## src/hw/hsc_pkg.sv

```systemverilog
// Package of constants and carrier types for the halt standby controller.
// Operation
// (RQ1) Halt instruction enters standby; stay there until a release source occurs.
// (RQ2) In standby the core clock is gated and no instruction runs.
// (RQ3) Regulator runs normal power whenever the low-speed oscillator runs.
// (RQ4) Port output latches keep their values from standby entry.
// (RQ5) Watchdog runs in standby unless option lets software stop low-speed oscillator.
// (RQ6) Buzzer runs in standby but stops when the peripheral clock stops.
// (RQ7) Software avoids pin-clocked timers or serial units on subclock, fast osc off.
// (RQ8) Only an unmasked interrupt or a reset ends standby.
// (RQ9) Any unmasked pending interrupt releases standby at once.
// (RQ10) Release with acceptance enabled branches to the interrupt vector.
// (RQ11) Release with acceptance disabled resumes at the next instruction.
// (RQ12) Vectored release waits 11 or 12 clocks before servicing.
// (RQ13) Non-vectored release waits 4 or 5 clocks before resuming.
// (RQ14) Reset during standby ends it and restarts from the reset vector.
// (RQ15) A masked pending interrupt does not end standby.
package hsc_pkg;
   localparam int unsigned IRQ_W        = 8;
   localparam int unsigned PORT_W       = 16;
   localparam logic [3:0]  WAIT_VEC     = 4'hb;
   localparam logic [3:0]  WAIT_NEXT    = 4'h4;
   localparam logic [PORT_W-1:0] PORT_RST = 16'h0000;

   typedef enum logic [1:0] {
      HSC_RUN  = 2'b00,
      HSC_HALT = 2'b01,
      HSC_WAIT = 2'b10
   } hsc_state_e;

   typedef struct packed {
      logic [IRQ_W-1:0] req;
      logic [IRQ_W-1:0] mask;
      logic             accept_en;
   } hsc_irq_s;

   typedef struct packed {
      logic low_osc_run;
      logic low_osc_sw_stop;
      logic periph_clk_run;
   } hsc_clk_s;
endpackage

```

## src/hw/hsc_top.sv

```systemverilog
// Halt standby controller: core clock gating, release and resume wait.
`timescale 1ns/1ps
module hsc_top
   import hsc_pkg::*;
(
   // Clock and reset.
   input  wire logic                      clock,
   input  wire logic                      resetn,
   // Core side.
   input  wire logic                      halt_exec,
   input  wire hsc_pkg::hsc_irq_s         irq,
   input  wire logic [hsc_pkg::PORT_W-1:0] port_wdata,
   input  wire logic                      port_we,
   // Clock conditions.
   input  wire hsc_pkg::hsc_clk_s         clk_cond,
   // Core control outputs.
   output logic                           core_clk_en,
   output logic                           halted,
   output logic                           take_vector,
   output logic                           resume_next,
   // Peripheral gates.
   output logic                           reg_normal_power,
   output logic                           wdt_clk_en,
   output logic                           buzzer_en,
   output logic [hsc_pkg::PORT_W-1:0]     port_latch
);
   import hsc_pkg::*;

   hsc_state_e state_q;
   hsc_state_e state_d;
   logic       vec_q;
   logic       wait_load;
   logic       wait_done;
   logic       wake;

   // Unmasked pending request; masked ones are ignored.
   function automatic logic unmasked(input hsc_irq_s i);
      unmasked = |(i.req & ~i.mask);
   endfunction

   assign wake      = unmasked(irq); // [RQ9] [RQ15]
   assign wait_load = (state_q == HSC_HALT) && wake;

   always_comb begin
      state_d = state_q;
      unique case (state_q)
         HSC_RUN:  if (halt_exec) state_d = HSC_HALT; // [RQ1]
         HSC_HALT: if (wake) state_d = HSC_WAIT; // [RQ8]
         HSC_WAIT: if (wait_done) state_d = HSC_RUN;
         default:  state_d = HSC_RUN;
      endcase
   end

   // Asynchronous reset ends standby and restarts from the reset vector.
   always_ff @(posedge clock or negedge resetn) begin
      if (!resetn) begin
         state_q <= HSC_RUN; // [RQ14]
      end else begin
         state_q <= state_d;
      end
   end

   always_ff @(posedge clock or negedge resetn) begin
      if (!resetn) begin
         vec_q <= 1'b0;
      end else if (wait_load) begin
         vec_q <= irq.accept_en;
      end
   end

   hsc_wait_timer u_wait (
      .clock  (clock),
      .resetn (resetn),
      .load   (wait_load),
      .count  (irq.accept_en ? WAIT_VEC : WAIT_NEXT), // [RQ12] [RQ13]
      .done   (wait_done)
   );

   always_ff @(posedge clock or negedge resetn) begin
      if (!resetn) begin
         core_clk_en <= 1'b1;
         halted      <= 1'b0;
      end else begin
         core_clk_en <= (state_d == HSC_RUN); // [RQ2]
         halted      <= (state_d != HSC_RUN);
      end
   end

   always_ff @(posedge clock or negedge resetn) begin
      if (!resetn) begin
         take_vector <= 1'b0;
         resume_next <= 1'b0;
      end else begin
         take_vector <= wait_done && vec_q; // [RQ10]
         resume_next <= wait_done && !vec_q; // [RQ11]
      end
   end

   always_ff @(posedge clock or negedge resetn) begin
      if (!resetn) begin
         port_latch <= PORT_RST;
      end else if (port_we && state_q == HSC_RUN && !halt_exec) begin
         port_latch <= port_wdata; // [RQ4]
      end
   end

   always_ff @(posedge clock or negedge resetn) begin
      if (!resetn) begin
         reg_normal_power <= 1'b1;
         wdt_clk_en       <= 1'b0;
         buzzer_en        <= 1'b0;
      end else begin
         reg_normal_power <= clk_cond.low_osc_run || (state_q == HSC_RUN); // [RQ3]
         wdt_clk_en <= !(halted && clk_cond.low_osc_sw_stop); // [RQ5]
         buzzer_en  <= clk_cond.periph_clk_run; // [RQ6]
      end
   end

   // Clocks since the last standby release, vectored or not; holds at 31.
   logic [4:0] rel_cnt_q;
   always_ff @(posedge clock or negedge resetn) begin
      if (!resetn) begin
         rel_cnt_q <= 5'h00;
      end else if (wait_load) begin
         rel_cnt_q <= 5'h01;
      end else if (rel_cnt_q != 5'h00 && rel_cnt_q != 5'h1f) begin
         rel_cnt_q <= rel_cnt_q + 5'h01;
      end
   end

   a_halt_gates_core: assert property (@(posedge clock) disable iff (!resetn)
      (state_q == HSC_RUN && halt_exec) |=> !core_clk_en) // [RQ2]
      else $error("core clock not gated on halt");
   a_masked_holds: assert property (@(posedge clock) disable iff (!resetn)
      (state_q == HSC_HALT && !wake) |=> state_q == HSC_HALT) // [RQ15]
      else $error("masked request left standby");
   a_unmasked_wakes: assert property (@(posedge clock) disable iff (!resetn)
      (state_q == HSC_HALT && wake) |=> state_q == HSC_WAIT) // [RQ9]
      else $error("unmasked request did not release");
   a_vec_wait_len: assert property (@(posedge clock) disable iff (!resetn)
      (wait_load && irq.accept_en) |-> ##[11:12] take_vector) // [RQ12]
      else $error("vectored wait not 11 or 12 clocks");
   a_next_wait_len: assert property (@(posedge clock) disable iff (!resetn)
      (wait_load && !irq.accept_en) |-> ##[4:5] resume_next) // [RQ13]
      else $error("resume wait not 4 or 5 clocks");
   a_vec_no_next: assert property (@(posedge clock) disable iff (!resetn)
      take_vector |-> !resume_next && core_clk_en) // [RQ10]
      else $error("vector and resume together");
   a_port_frozen: assert property (@(posedge clock) disable iff (!resetn)
      (halted && $past(halted)) |-> $stable(port_latch)) // [RQ4]
      else $error("port latch changed in standby");
   a_wdt_gate: assert property (@(posedge clock) disable iff (!resetn)
      ($past(halted) && $past(clk_cond.low_osc_sw_stop)) |-> !wdt_clk_en) // [RQ5]
      else $error("watchdog clock not gated");
   a_buzzer_stop: assert property (@(posedge clock) disable iff (!resetn)
      !$past(clk_cond.periph_clk_run) |-> !buzzer_en) // [RQ6]
      else $error("buzzer runs without peripheral clock");
   a_reg_normal: assert property (@(posedge clock) disable iff (!resetn)
      $past(clk_cond.low_osc_run) |-> reg_normal_power) // [RQ3]
      else $error("regulator not normal with low-speed osc");
   a_only_wake: assert property (@(posedge clock) disable iff (!resetn)
      (state_q == HSC_HALT && state_d != HSC_HALT) |-> wake) // [RQ8]
      else $error("standby ended without source");

   c_vec_release: cover property (@(posedge clock) disable iff (!resetn)
      take_vector);
   c_next_release: cover property (@(posedge clock) disable iff (!resetn)
      resume_next);
   c_masked_hold: cover property (@(posedge clock) disable iff (!resetn)
      state_q == HSC_HALT && |irq.req && !wake);
   c_long_vec: cover property (@(posedge clock) disable iff (!resetn)
      rel_cnt_q == 5'h0c);
endmodule // hsc_top

```

## src/hw/hsc_wait_timer.sv

```systemverilog
// Down counter that times the wait after a standby release.
`timescale 1ns/1ps
module hsc_wait_timer
   import hsc_pkg::*;
(
   // Clock and reset.
   input  wire logic       clock,
   input  wire logic       resetn,
   // Control.
   input  wire logic       load,
   input  wire logic [3:0] count,
   // Status.
   output logic            done
);
   logic [3:0] cnt_q;

   always_ff @(posedge clock or negedge resetn) begin
      if (!resetn) begin
         cnt_q <= 4'h0;
      end else if (load) begin
         cnt_q <= count;
      end else if (cnt_q != 4'h0) begin
         cnt_q <= cnt_q - 4'h1;
      end
   end

   always_ff @(posedge clock or negedge resetn) begin
      if (!resetn) begin
         done <= 1'b0;
      end else begin
         // Firing one count early offsets the registered pulse stage in
         // the top, so the pulse lands on the loaded count of clocks.
         done <= !load && (cnt_q == 4'h2);
      end
   end
endmodule // hsc_wait_timer

```

## config.mk

```make
export PLATFORM = sky130hd
export DESIGN_NAME = hsc_top
export DESIGN_NICKNAME = d
export VERILOG_FILES = /design/src/hw/hsc_pkg.sv /design/src/hw/hsc_top.sv /design/src/hw/hsc_wait_timer.sv
export SDC_FILE = /design/constraint.sdc
export NUM_CORES = 1
export LEC_CHECK = 0
export BUFFER_PORTS_ARGS = -buffer_cell sky130_fd_sc_hd__buf_2
export CELL_PAD_IN_SITES_DETAIL_PLACEMENT = 0
export CELL_PAD_IN_SITES_GLOBAL_PLACEMENT = 2
export CORE_UTILIZATION = 29
export DETAILED_ROUTE_END_ITERATION = 8
export PLACE_DENSITY_LB_ADDON = 0.1
export SKIP_LAST_GASP = 1
export SLEW_MARGIN = 10
export SYNTH_ARGS = -nofsm -noshare
export SYNTH_HDL_FRONTEND = slang
export SYNTH_HIERARCHICAL = 1
export SYNTH_SLANG_ARGS = --single-unit
```

## constraint.sdc

```tcl
create_clock -name clock -period 1.7 [get_ports clock]
set_input_delay 0.085 -clock clock [delete_from_list [all_inputs] [get_ports clock]]
set_output_delay 0.085 -clock clock [all_outputs]
set_load 0.005 [all_outputs]
```

==> reports/metrics.cfg, run 1 <==
[outcome]
outcome=complete, no violations

[worst_setup_path]
cp_slowest_cell=dfrtp_1
critPathTopFamily=simple AND/OR/NAND/NOR gates
crit_fanout=16
crit_type=register to register
worstPathCellList=nor2_2 > and3_4 > mux2_2
cp_num_buf_inv=0
endpoint_kind=register
cp_slowest_stage_delay_ns=0.44
required_ns=1.86
start_kind=register
cp_data_arrival_time_ns=1.62

[drt]
dr.pass1.iters=8
initialDrtViolationCount=53
final_antenna_net_count=0
via_count=985
drc_errors=0
wl_um=2720
avgViaCountPerCell=4.42
wl_per_cell_um=12.2

[logic_synthesis]
yosysTopAreaCellShare=0.526
yosysTopAreaCell=dfrtp_1
ys.flop_type=dfrtp_1
yosys-top-cells-count=29 x dfrtp_1, 12 x inv_1, 10 x mux2_4
synth-seq-cells=31
synth_most_common_cell=dfrtp_1
ys_warn_count=6
syn_area_um2=1380
avgSynthCellArea_um2=13.9
ys_top_cells_by_area=dfrtp_1 53%, mux2_4 11%, mux2_2 6.5%, dfstp_2 3.8%, inv_1 3.3%
synth_cell_types=32
synth_edf_count=0
async_flop_share=1.00
yosysSeqAreaShare=0.564
syn-instance-count=99
synth_nets=142

[placement]
dp_cells=211
numPortBuffers=62
hpwl_um=2000
place_congestion=0.719

[sta]
fmax_mhz=687
rsz0062_at_grt=no
setup_viol=0
hold_ws_ns=0.0362
tns_ns=0
worst_pin_slew_ns=0.682
drv_slew=0
min_period_ns=1.46
final_hold_viol_count=0
slew_headroom=0.546
fin_crit_sh=0.856
clock_skew_ns=0.00420

[final_layout]
n_fill_cell=442
fin_cells=223
regArea_um2=778
multi_input_area_um2=519
nets=213
syn2layout_area_growth_pct=36.6
diodes=0
drive_above_1_share=0.567

[power]
p_comb_frac=0.350
finalPower_mw=3.11
ir_drop_mv=0.557
p_int_mw=2.22
power.switching_mw=0.887
pwr-share-seq=0.410
static-leakage-power_nw=0.959
p_clk_frac=0.239
switching_share=0.285
cellPowerDensity_nw_per_um2=1650

[floorplanning]
rows=24
dieHeight_um=71.0
core_um2=4470
io_pins=63
floorplan.initialDensity=0.308
die_w_um=71.0
dieArea_um2=5030

[clocking]
postCtsSetupRepairBufs=0
cts-root-buf=clkbuf_8
cts_tree=done
cts.sinks=31
worstSkewPairLatency_ns=0.28
cts_inserted_buffers=5
clk_pin_slew_worst_paths_ns=0.07
ctsLongestPathBuffers=2
cts_htree_levels=2

[grt]
grt.total_usage=0.119
grt_pass1_wl_um=4600
antenna_found_initial=0
gr-total-overflow=0
grt_max_degree=32
grt_pass1_vias=999

[flow_run]
cap_violations=0

[min_path]
hp-class=primary input to register

cell families (layout without fill, tap and decap cells):
group	after synthesis	after routing	share of synthesized area
xor+xnor	2	2	0.0127
simple gates	19	19	0.0953
mux	19	19	0.181
flops	31	31	0.564
fa+ha+maj	3	3	0.0272
buf+inv	15	87	0.0590
compound gates	10	10	0.0599
worst register-to-register path, cell delays in order (launching register included):
cell and delay [ns]:
dfrtp_1 0.44, nor2_2 0.14, and3_4 0.38, mux2_2 0.38
power groups by stage:
stage                     Clock, mW  Combinational (mW)  Sequential [mW]
after global routing          0.814                1.21             1.32
after floorplan                   0               0.688             1.30
after CTS                     0.778                1.11             1.28
final                         0.744                1.09             1.28
after detailed placement          0                1.10             1.30
after global placement            0                1.08             1.29
through the flow:
stage	setup slack, ns	instance area, µm²	util
finish	0.244	1880	0.421
global route	0.157	1880	0.421
CTS	0.211	1880	0.421
detailed placement	0.227	1730	0.386
global placement	0.270	1730	0.386
floorplan	0.317	1380	-
per-layer routing:
| metal | vias up | global-route usage | part of all wire |
|---|---|---|---|
| li1 | 477 | - | - |
| met5 | - | 0 | 0 |
| met4 | 0 | 0.0578 | 0.018 |
| met1 | 459 | 0.139 | 0.45 |
| met3 | 7 | 0.0499 | 0.071 |
| met2 | 42 | 0.191 | 0.46 |
cell usage in the layout, fill, tap and decap left out, types with 3 or more instances in the layout:
cell type | netlist | routed
buf_2 | 1 | 62
dfrtp_1 | 29 | 29
inv_1 | 12 | 12
mux2_4 | 10 | 10
mux2_2 | 8 | 8
clkbuf_8 | 0 | 6
nand2_1 | 4 | 4
dlygate4sd3_1 | 0 | 4
nand2b_1 | 3 | 3
ha_1 | 3 | 3
registers in the layout (all words and copies together) (netlist names):
register          flops
u_wait/done           1
u_wait/cnt_q          4
port_latch           16
wdt_clk_en            1
reg_normal_power      1
take_vector           1
state_q               2
halted                1
vec_q                 1
resume_next           1
buzzer_en             1
core_clk_en           1
worst paths after layout:
check	startpoint	endpoint	slack, ns	cells after the start
setup / recovery	state_q[0]$_DFF_PN0_	port_latch[14]$_DFFE_PN0P_	0.24	3
max in group asynchronous	resetn	port_latch[0]$_DFFE_PN0P_	0.88	2
hold / removal	port_wdata[10]	port_latch[10]$_DFFE_PN0P_	0.04	2
hold reg to reg	halted$_DFF_PN0_	wdt_clk_en$_DFF_PN0_	0.44	1
min in group asynchronous	resetn	port_latch[13]$_DFFE_PN0P_	0.38	2
setup reg to reg	state_q[0]$_DFF_PN0_	port_latch[14]$_DFFE_PN0P_	0.24	3
timing repair:
action / 4_1_cts / 5_1_grt
hold endpoints to repair: 32 / 0
gates resized for setup: 0 / 0
hold buffers: 4 / 0
cell type report:
class,count,area share
Inverter,12,0.0239
Sequential cell,31,0.413
Clock inverter,2,0.0186
Multi-Input combinational cell,53,0.276
Timing Repair Buffer,67,0.190
Clock buffer,6,0.0439
Tap cell,52,0.0346
(Power assumes the default switching activity.)
==> run 2: changes to the inputs <==
- ABC_AREA: not set -> 1
- CORE_UTILIZATION: 29 -> 27
==> reports/metrics.cfg, run 2 <==
[sta]
setup_viol=0
final_hold_viol_count=0
tns_ns=0
worst_pin_slew_ns=0.700
slew_headroom=0.534
fmax_mhz=743
min_period_ns=1.35
drv_slew=0
clock_skew_ns=0.00648
fin_crit_sh=0.792
rsz0062_at_grt=no

[grt]
grtUsageMet1=0.125
grt_max_degree=33
grt_pass1_vias=1203
use_met2=0.184
busiest_layer=met2
grt_pass1_wl_um=5130
gr-total-overflow=0
gr-usage-met3=0.0341
antenna_found_initial=0
grt.total_usage=0.111

[worst_setup_path]
worstPathCellList=nor2_2 > nand2_2 > inv_1 > o21ai_0 > nand2_1 > o21ai_0
r2r_slack_ns=0.35
cp_slowest_cell=dfrtp_1
crit_top_cell=o21ai_0
crit_start=state_q[1]$_DFF_PN0_
critPathTopFamily=flip-flops
start_kind=register
r2r.worst_path.cells=6
crit_fanout=8
r2r-end=u_wait/cnt_q[0]$_DFFE_PN0P_
cp_num_buf_inv=1
cp_slowest_stage_delay_ns=0.43
required_ns=1.85
cp.depth=6
rr_startpoint=state_q[1]$_DFF_PN0_
cp_data_arrival_time_ns=1.50
endpoint_kind=register
crit_type=register to register
endpoint=u_wait/cnt_q[0]$_DFFE_PN0P_

[logic_synthesis]
yosysTopAreaCellShare=0.471
avgSynthCellArea_um2=9.17
yosysTopAreaCell=dfrtp_1
syn_area_um2=1540
ys_top_cells_by_area=dfrtp_1 47%, o21ai_2 9.1%, inv_1 8.8%, nand2_1 8.3%, nand2_2 7.3%
yosysSeqAreaShare=0.505
synth-seq-cells=31
async_flop_share=1.00
ys_warn_count=6
yosys-top-cells-count=36 x inv_1, 34 x nand2_1, 29 x dfrtp_1
ys.flop_type=dfrtp_1
synth_cell_types=19
synth_most_common_cell=inv_1
synth_nets=211
syn-instance-count=168
synth_edf_count=0

[final_layout]
reg_top3=port_latch x16, u_wait/cnt_q x4, state_q x2
largest_reg_flops=16
fin_area_um2=2050
mostFrequentLayoutCell=buf_2
n_fill_cell=578
diodes=0
drive_above_1_share=0.488
most-common-layout-cells=62 x buf_2, 36 x inv_1, 34 x nand2_1
fin_cells=312
largest-register=port_latch
syn2layout_area_growth_pct=33.4
nets=282
fin_util=0.373

[drt]
avgViaCountPerCell=3.87
wl_um=2910
dr.pass1.iters=4
wl_per_cell_um=9.32
final_antenna_net_count=0
initialDrtViolationCount=35
drc_errors=0
via_count=1208

[power]
ir_drop_mv=0.406
cellPowerDensity_nw_per_um2=1500
static-leakage-power_nw=1.17
finalPower_mw=3.08

[floorplanning]
die_w_um=77.5
floorplan.initialDensity=0.280
rows=27
dieArea_um2=6010
io_pins=63
dieHeight_um=77.5
core_um2=5510

[placement]
place_congestion=0.704
dp_cells=300
numPortBuffers=62
hpwl_um=2220
postPlaceCellArea_um2=1910

[clocking]
cts_htree_levels=2
cts.sinks=31
cts-root-buf=clkbuf_8
cts_hold_buf=4
cts_tree=done
worstSkewPairLatency_ns=0.27
cts_inserted_buffers=5
postCtsSetupRepairBufs=0
clk_pin_slew_worst_paths_ns=0.06
ctsLongestPathBuffers=2
post_cts_resized=0

[min_path]
hp-class=primary input to register

[outcome]
outcome=complete, no violations

[flow_run]
cap_violations=0

-- run 2: cell type report --
cell class,instances,area (µm²),area share
clock buffer,8,100,0.0487
inverter,38,143,0.0694
multi-input combinational,96,586,0.285
sequential,31,778,0.379
tap,72,90.1,0.0438
timing repair buffer,67,358,0.174
-- run 2: worst register-to-register path: cells and delay by family, from the launching register on --
family | cells | cell delay [ns]
compound gates | 2 | 0.20
buf+inv | 1 | 0.19
flops | 1 | 0.43
simple gates | 3 | 0.41
-- run 2: worst min-delay path by stage --
stage	start	to	slack (ns)	cells past startpoint
2_1_floorplan	resetn	buzzer_en$_DFF_PN0_	-0.21	0
3_3_place_gp	resetn	port_latch[12]$_DFFE_PN0P_	0.17	1
3_5_place_dp	resetn	port_latch[14]$_DFFE_PN0P_	0.18	1
4_1_cts	port_wdata[7]	port_latch[7]$_DFFE_PN0P_	0.04	3
5_1_grt	port_wdata[0]	port_latch[0]$_DFFE_PN0P_	0.04	3
6_report	port_wdata[0]	port_latch[0]$_DFFE_PN0P_	0.05	3
-- run 2: per-layer routing --
layer,part of all wire,vias to the layer above
li1,-,637
met3,0.063,4
met4,0.017,0
met5,0,-
met1,0.45,518
met2,0.47,49
-- run 2: kinds of logic after synthesis --
group | synth area share
AND/OR/NAND/NOR | 0.245
flip-flops | 0.505
AO/OA/AOI/OAI | 0.110
buffers and inverters | 0.115
adder cells (fa/ha/maj) | 0.0244
-- run 2: power by group --
| group | total, mW | internal [mW] | switching [mW] |
|---|---|---|---|
| Clock | 0.624 | 0.369 | 0.255 |
| Sequential | 1.28 | 1.07 | 0.214 |
| Combinational | 1.17 | 0.547 | 0.627 |
| Total | 3.08 | 1.99 | 1.10 |
-- run 2: metrics by stage --
| step | setup slack, ns | hold slack [ns] |
|---|---|---|
| after floorplan | 0.508 | -0.211 |
| after global placement | 0.434 | 0.171 |
| after detailed placement | 0.361 | 0.182 |
| after CTS | 0.357 | 0.0429 |
| after global routing | 0.228 | 0.0434 |
| final | 0.354 | 0.0514 |
==> run 3: changes to the inputs <==
- ABC_AREA: 1 -> 0
- CORE_UTILIZATION: 27 -> 29
- clock period: 1.7 -> 1.3 ns (I/O delays scaled with it)
==> reports/metrics.cfg, run 3 (synthesized netlist as in run 1, its figures left out) <==
[worst_setup_path]
cp.depth=5
r2r-end=u_wait/cnt_q[1]$_DFFE_PN0P_
required_ns=1.46
crit_fanout=2
critPathTopFamily=flip-flops
r2r.worst_path.cells=5
rr_startpoint=u_wait/cnt_q[1]$_DFFE_PN0P_
endpoint_kind=register
crit_type=register to register
cp_data_arrival_time_ns=1.47
cp_slowest_stage_delay_ns=0.40
crit_start=u_wait/cnt_q[1]$_DFFE_PN0P_
r2r_slack_ns=-0.008
start_kind=register
cp_slowest_cell=dfrtp_1
cp_num_buf_inv=1
worstPathCellList=inv_2 > ha_4 > nor3b_4 > mux2i_1 > mux2_4
endpoint=u_wait/cnt_q[1]$_DFFE_PN0P_

[sta]
min_period_ns=1.31
final_hold_viol_count=0
tns_ns=-0.00829
fin_ws_ns=-0.00829
fin_crit_sh=1.01
setup_viol=1
drv_slew=0
fmax_mhz=764
rsz0062_at_grt=yes
hold_ws_ns=0.0156
worst_pin_slew_ns=0.408
slew_headroom=0.728
clock_skew_ns=0.00644

[power]
p_clk_frac=0.182
p_comb_frac=0.430
ir_drop_mv=0.774
cellPowerDensity_nw_per_um2=2080
switching_share=0.295
static-leakage-power_nw=1.06
p_int_mw=3.02
power.switching_mw=1.27
pwr-share-seq=0.389

[final_layout]
drive_above_1_share=0.618
most-common-layout-cells=62 x buf_2, 29 x dfrtp_1, 17 x mux2_4
largest-register=port_latch
reg_top3=port_latch x16, u_wait/cnt_q x4, state_q x2
n_fill_cell=419
diodes=0
syn2layout_area_growth_pct=49.6
largest_reg_flops=16
nets=228
mostFrequentLayoutCell=buf_2

[min_path]
hp-class=primary input to register

[placement]
place_congestion=0.699
numPortBuffers=62
hpwl_um=2110

[clocking]
cts.sinks=31
worstSkewPairLatency_ns=0.28
cts_inserted_buffers=5
clk_pin_slew_worst_paths_ns=0.07
ctsLongestPathBuffers=2
cts-root-buf=clkbuf_8
cts_tree=done
cts_htree_levels=2

[grt]
grt_pass1_vias=1079
grt_pass1_wl_um=4950
gr-total-overflow=0
grt_max_degree=32
antenna_found_initial=0
grt.total_usage=0.128

[floorplanning]
dieHeight_um=71.0
die_w_um=71.0
floorplan.initialDensity=0.308
dieArea_um2=5030
io_pins=63
core_um2=4470
rows=24

[drt]
initialDrtViolationCount=37
final_antenna_net_count=0
via_count=1048
wl_um=3010
drc_errors=6
wl_per_cell_um=12.6
avgViaCountPerCell=4.40
dr.pass1.iters=6

[flow_run]
cap_violations=0

[outcome]
violations=DRC, setup timing
outcome=finished with violations

## run 3: cell types whose count changed in the layout (fill, tap and decap cells not counted), sizes merged, moves of 3 or more
cell / change
nand2: -48
inv: -26
o21ai: -19
mux2: +18
buf: +12
nor2: -10
nand3: -5
nand2b: +3
## run 3: power by group through the flow
stage | Combinational (mW) | Clock [mW] | Sequential [mW]
floorplan | 0.906 | 0 | 1.71
global placement | 1.56 | 0 | 1.66
detailed placement | 1.60 | 0 | 1.68
CTS | 1.73 | 0.815 | 1.67
global route | 2.01 | 0.858 | 1.73
finish | 1.84 | 0.779 | 1.67
## run 3: layout make-up
type                            count  area (µm²)  area share
Clock inverter                      1        5.00     0.00243
Multi-Input combinational cell     53         566       0.274
Inverter                           12        45.0      0.0218
Sequential cell                    31         778       0.377
Timing Repair Buffer               82         518       0.251
Tap cell                           52        65.1      0.0315
Clock buffer                        7        86.3      0.0418
## run 3: metal layers
layer  part of all wire  vias to the layer above  global-route usage
li1                   -                      506                   -
met1               0.44                      492               0.151
met2               0.47                       43               0.210
met3              0.071                        7              0.0442
met4              0.017                        0              0.0600
met5                  0                        -                   0
## run 3: stage by stage
stage	instance area, µm²	instances	setup slack, ns	power, mW	utilization
global route	2060	238	-0.0621	4.60	0.461
floorplan	1380	99	-0.0576	2.62	-
detailed placement	1790	220	-0.0620	3.28	0.401
finish	2060	238	-0.00829	4.29	0.461
global placement	1790	220	-0.0370	3.23	0.401
CTS	2000	237	0.00159	4.21	0.448
## run 3: worst min path at each step
stage,startpoint,end,depth (start not counted)
global placement,resetn,port_latch[9]$_DFFE_PN0P_,2
detailed placement,resetn,port_latch[10]$_DFFE_PN0P_,2
finish,port_wdata[3],port_latch[3]$_DFFE_PN0P_,2
CTS,port_wdata[3],port_latch[3]$_DFFE_PN0P_,2
global route,port_wdata[3],port_latch[3]$_DFFE_PN0P_,2
floorplan,resetn,buzzer_en$_DFF_PN0_,0
## run 3: what timing repair did
item | in CTS | in global routing
gates resized for setup | 4 | 9
setup buffers | 3 | 0
hold endpoints to repair | 34 | 0
pin swaps | 3 | 2
endpoints found under the setup margin | 19 | 19
gates cloned | 0 | 1
hold buffers | 6 | 0
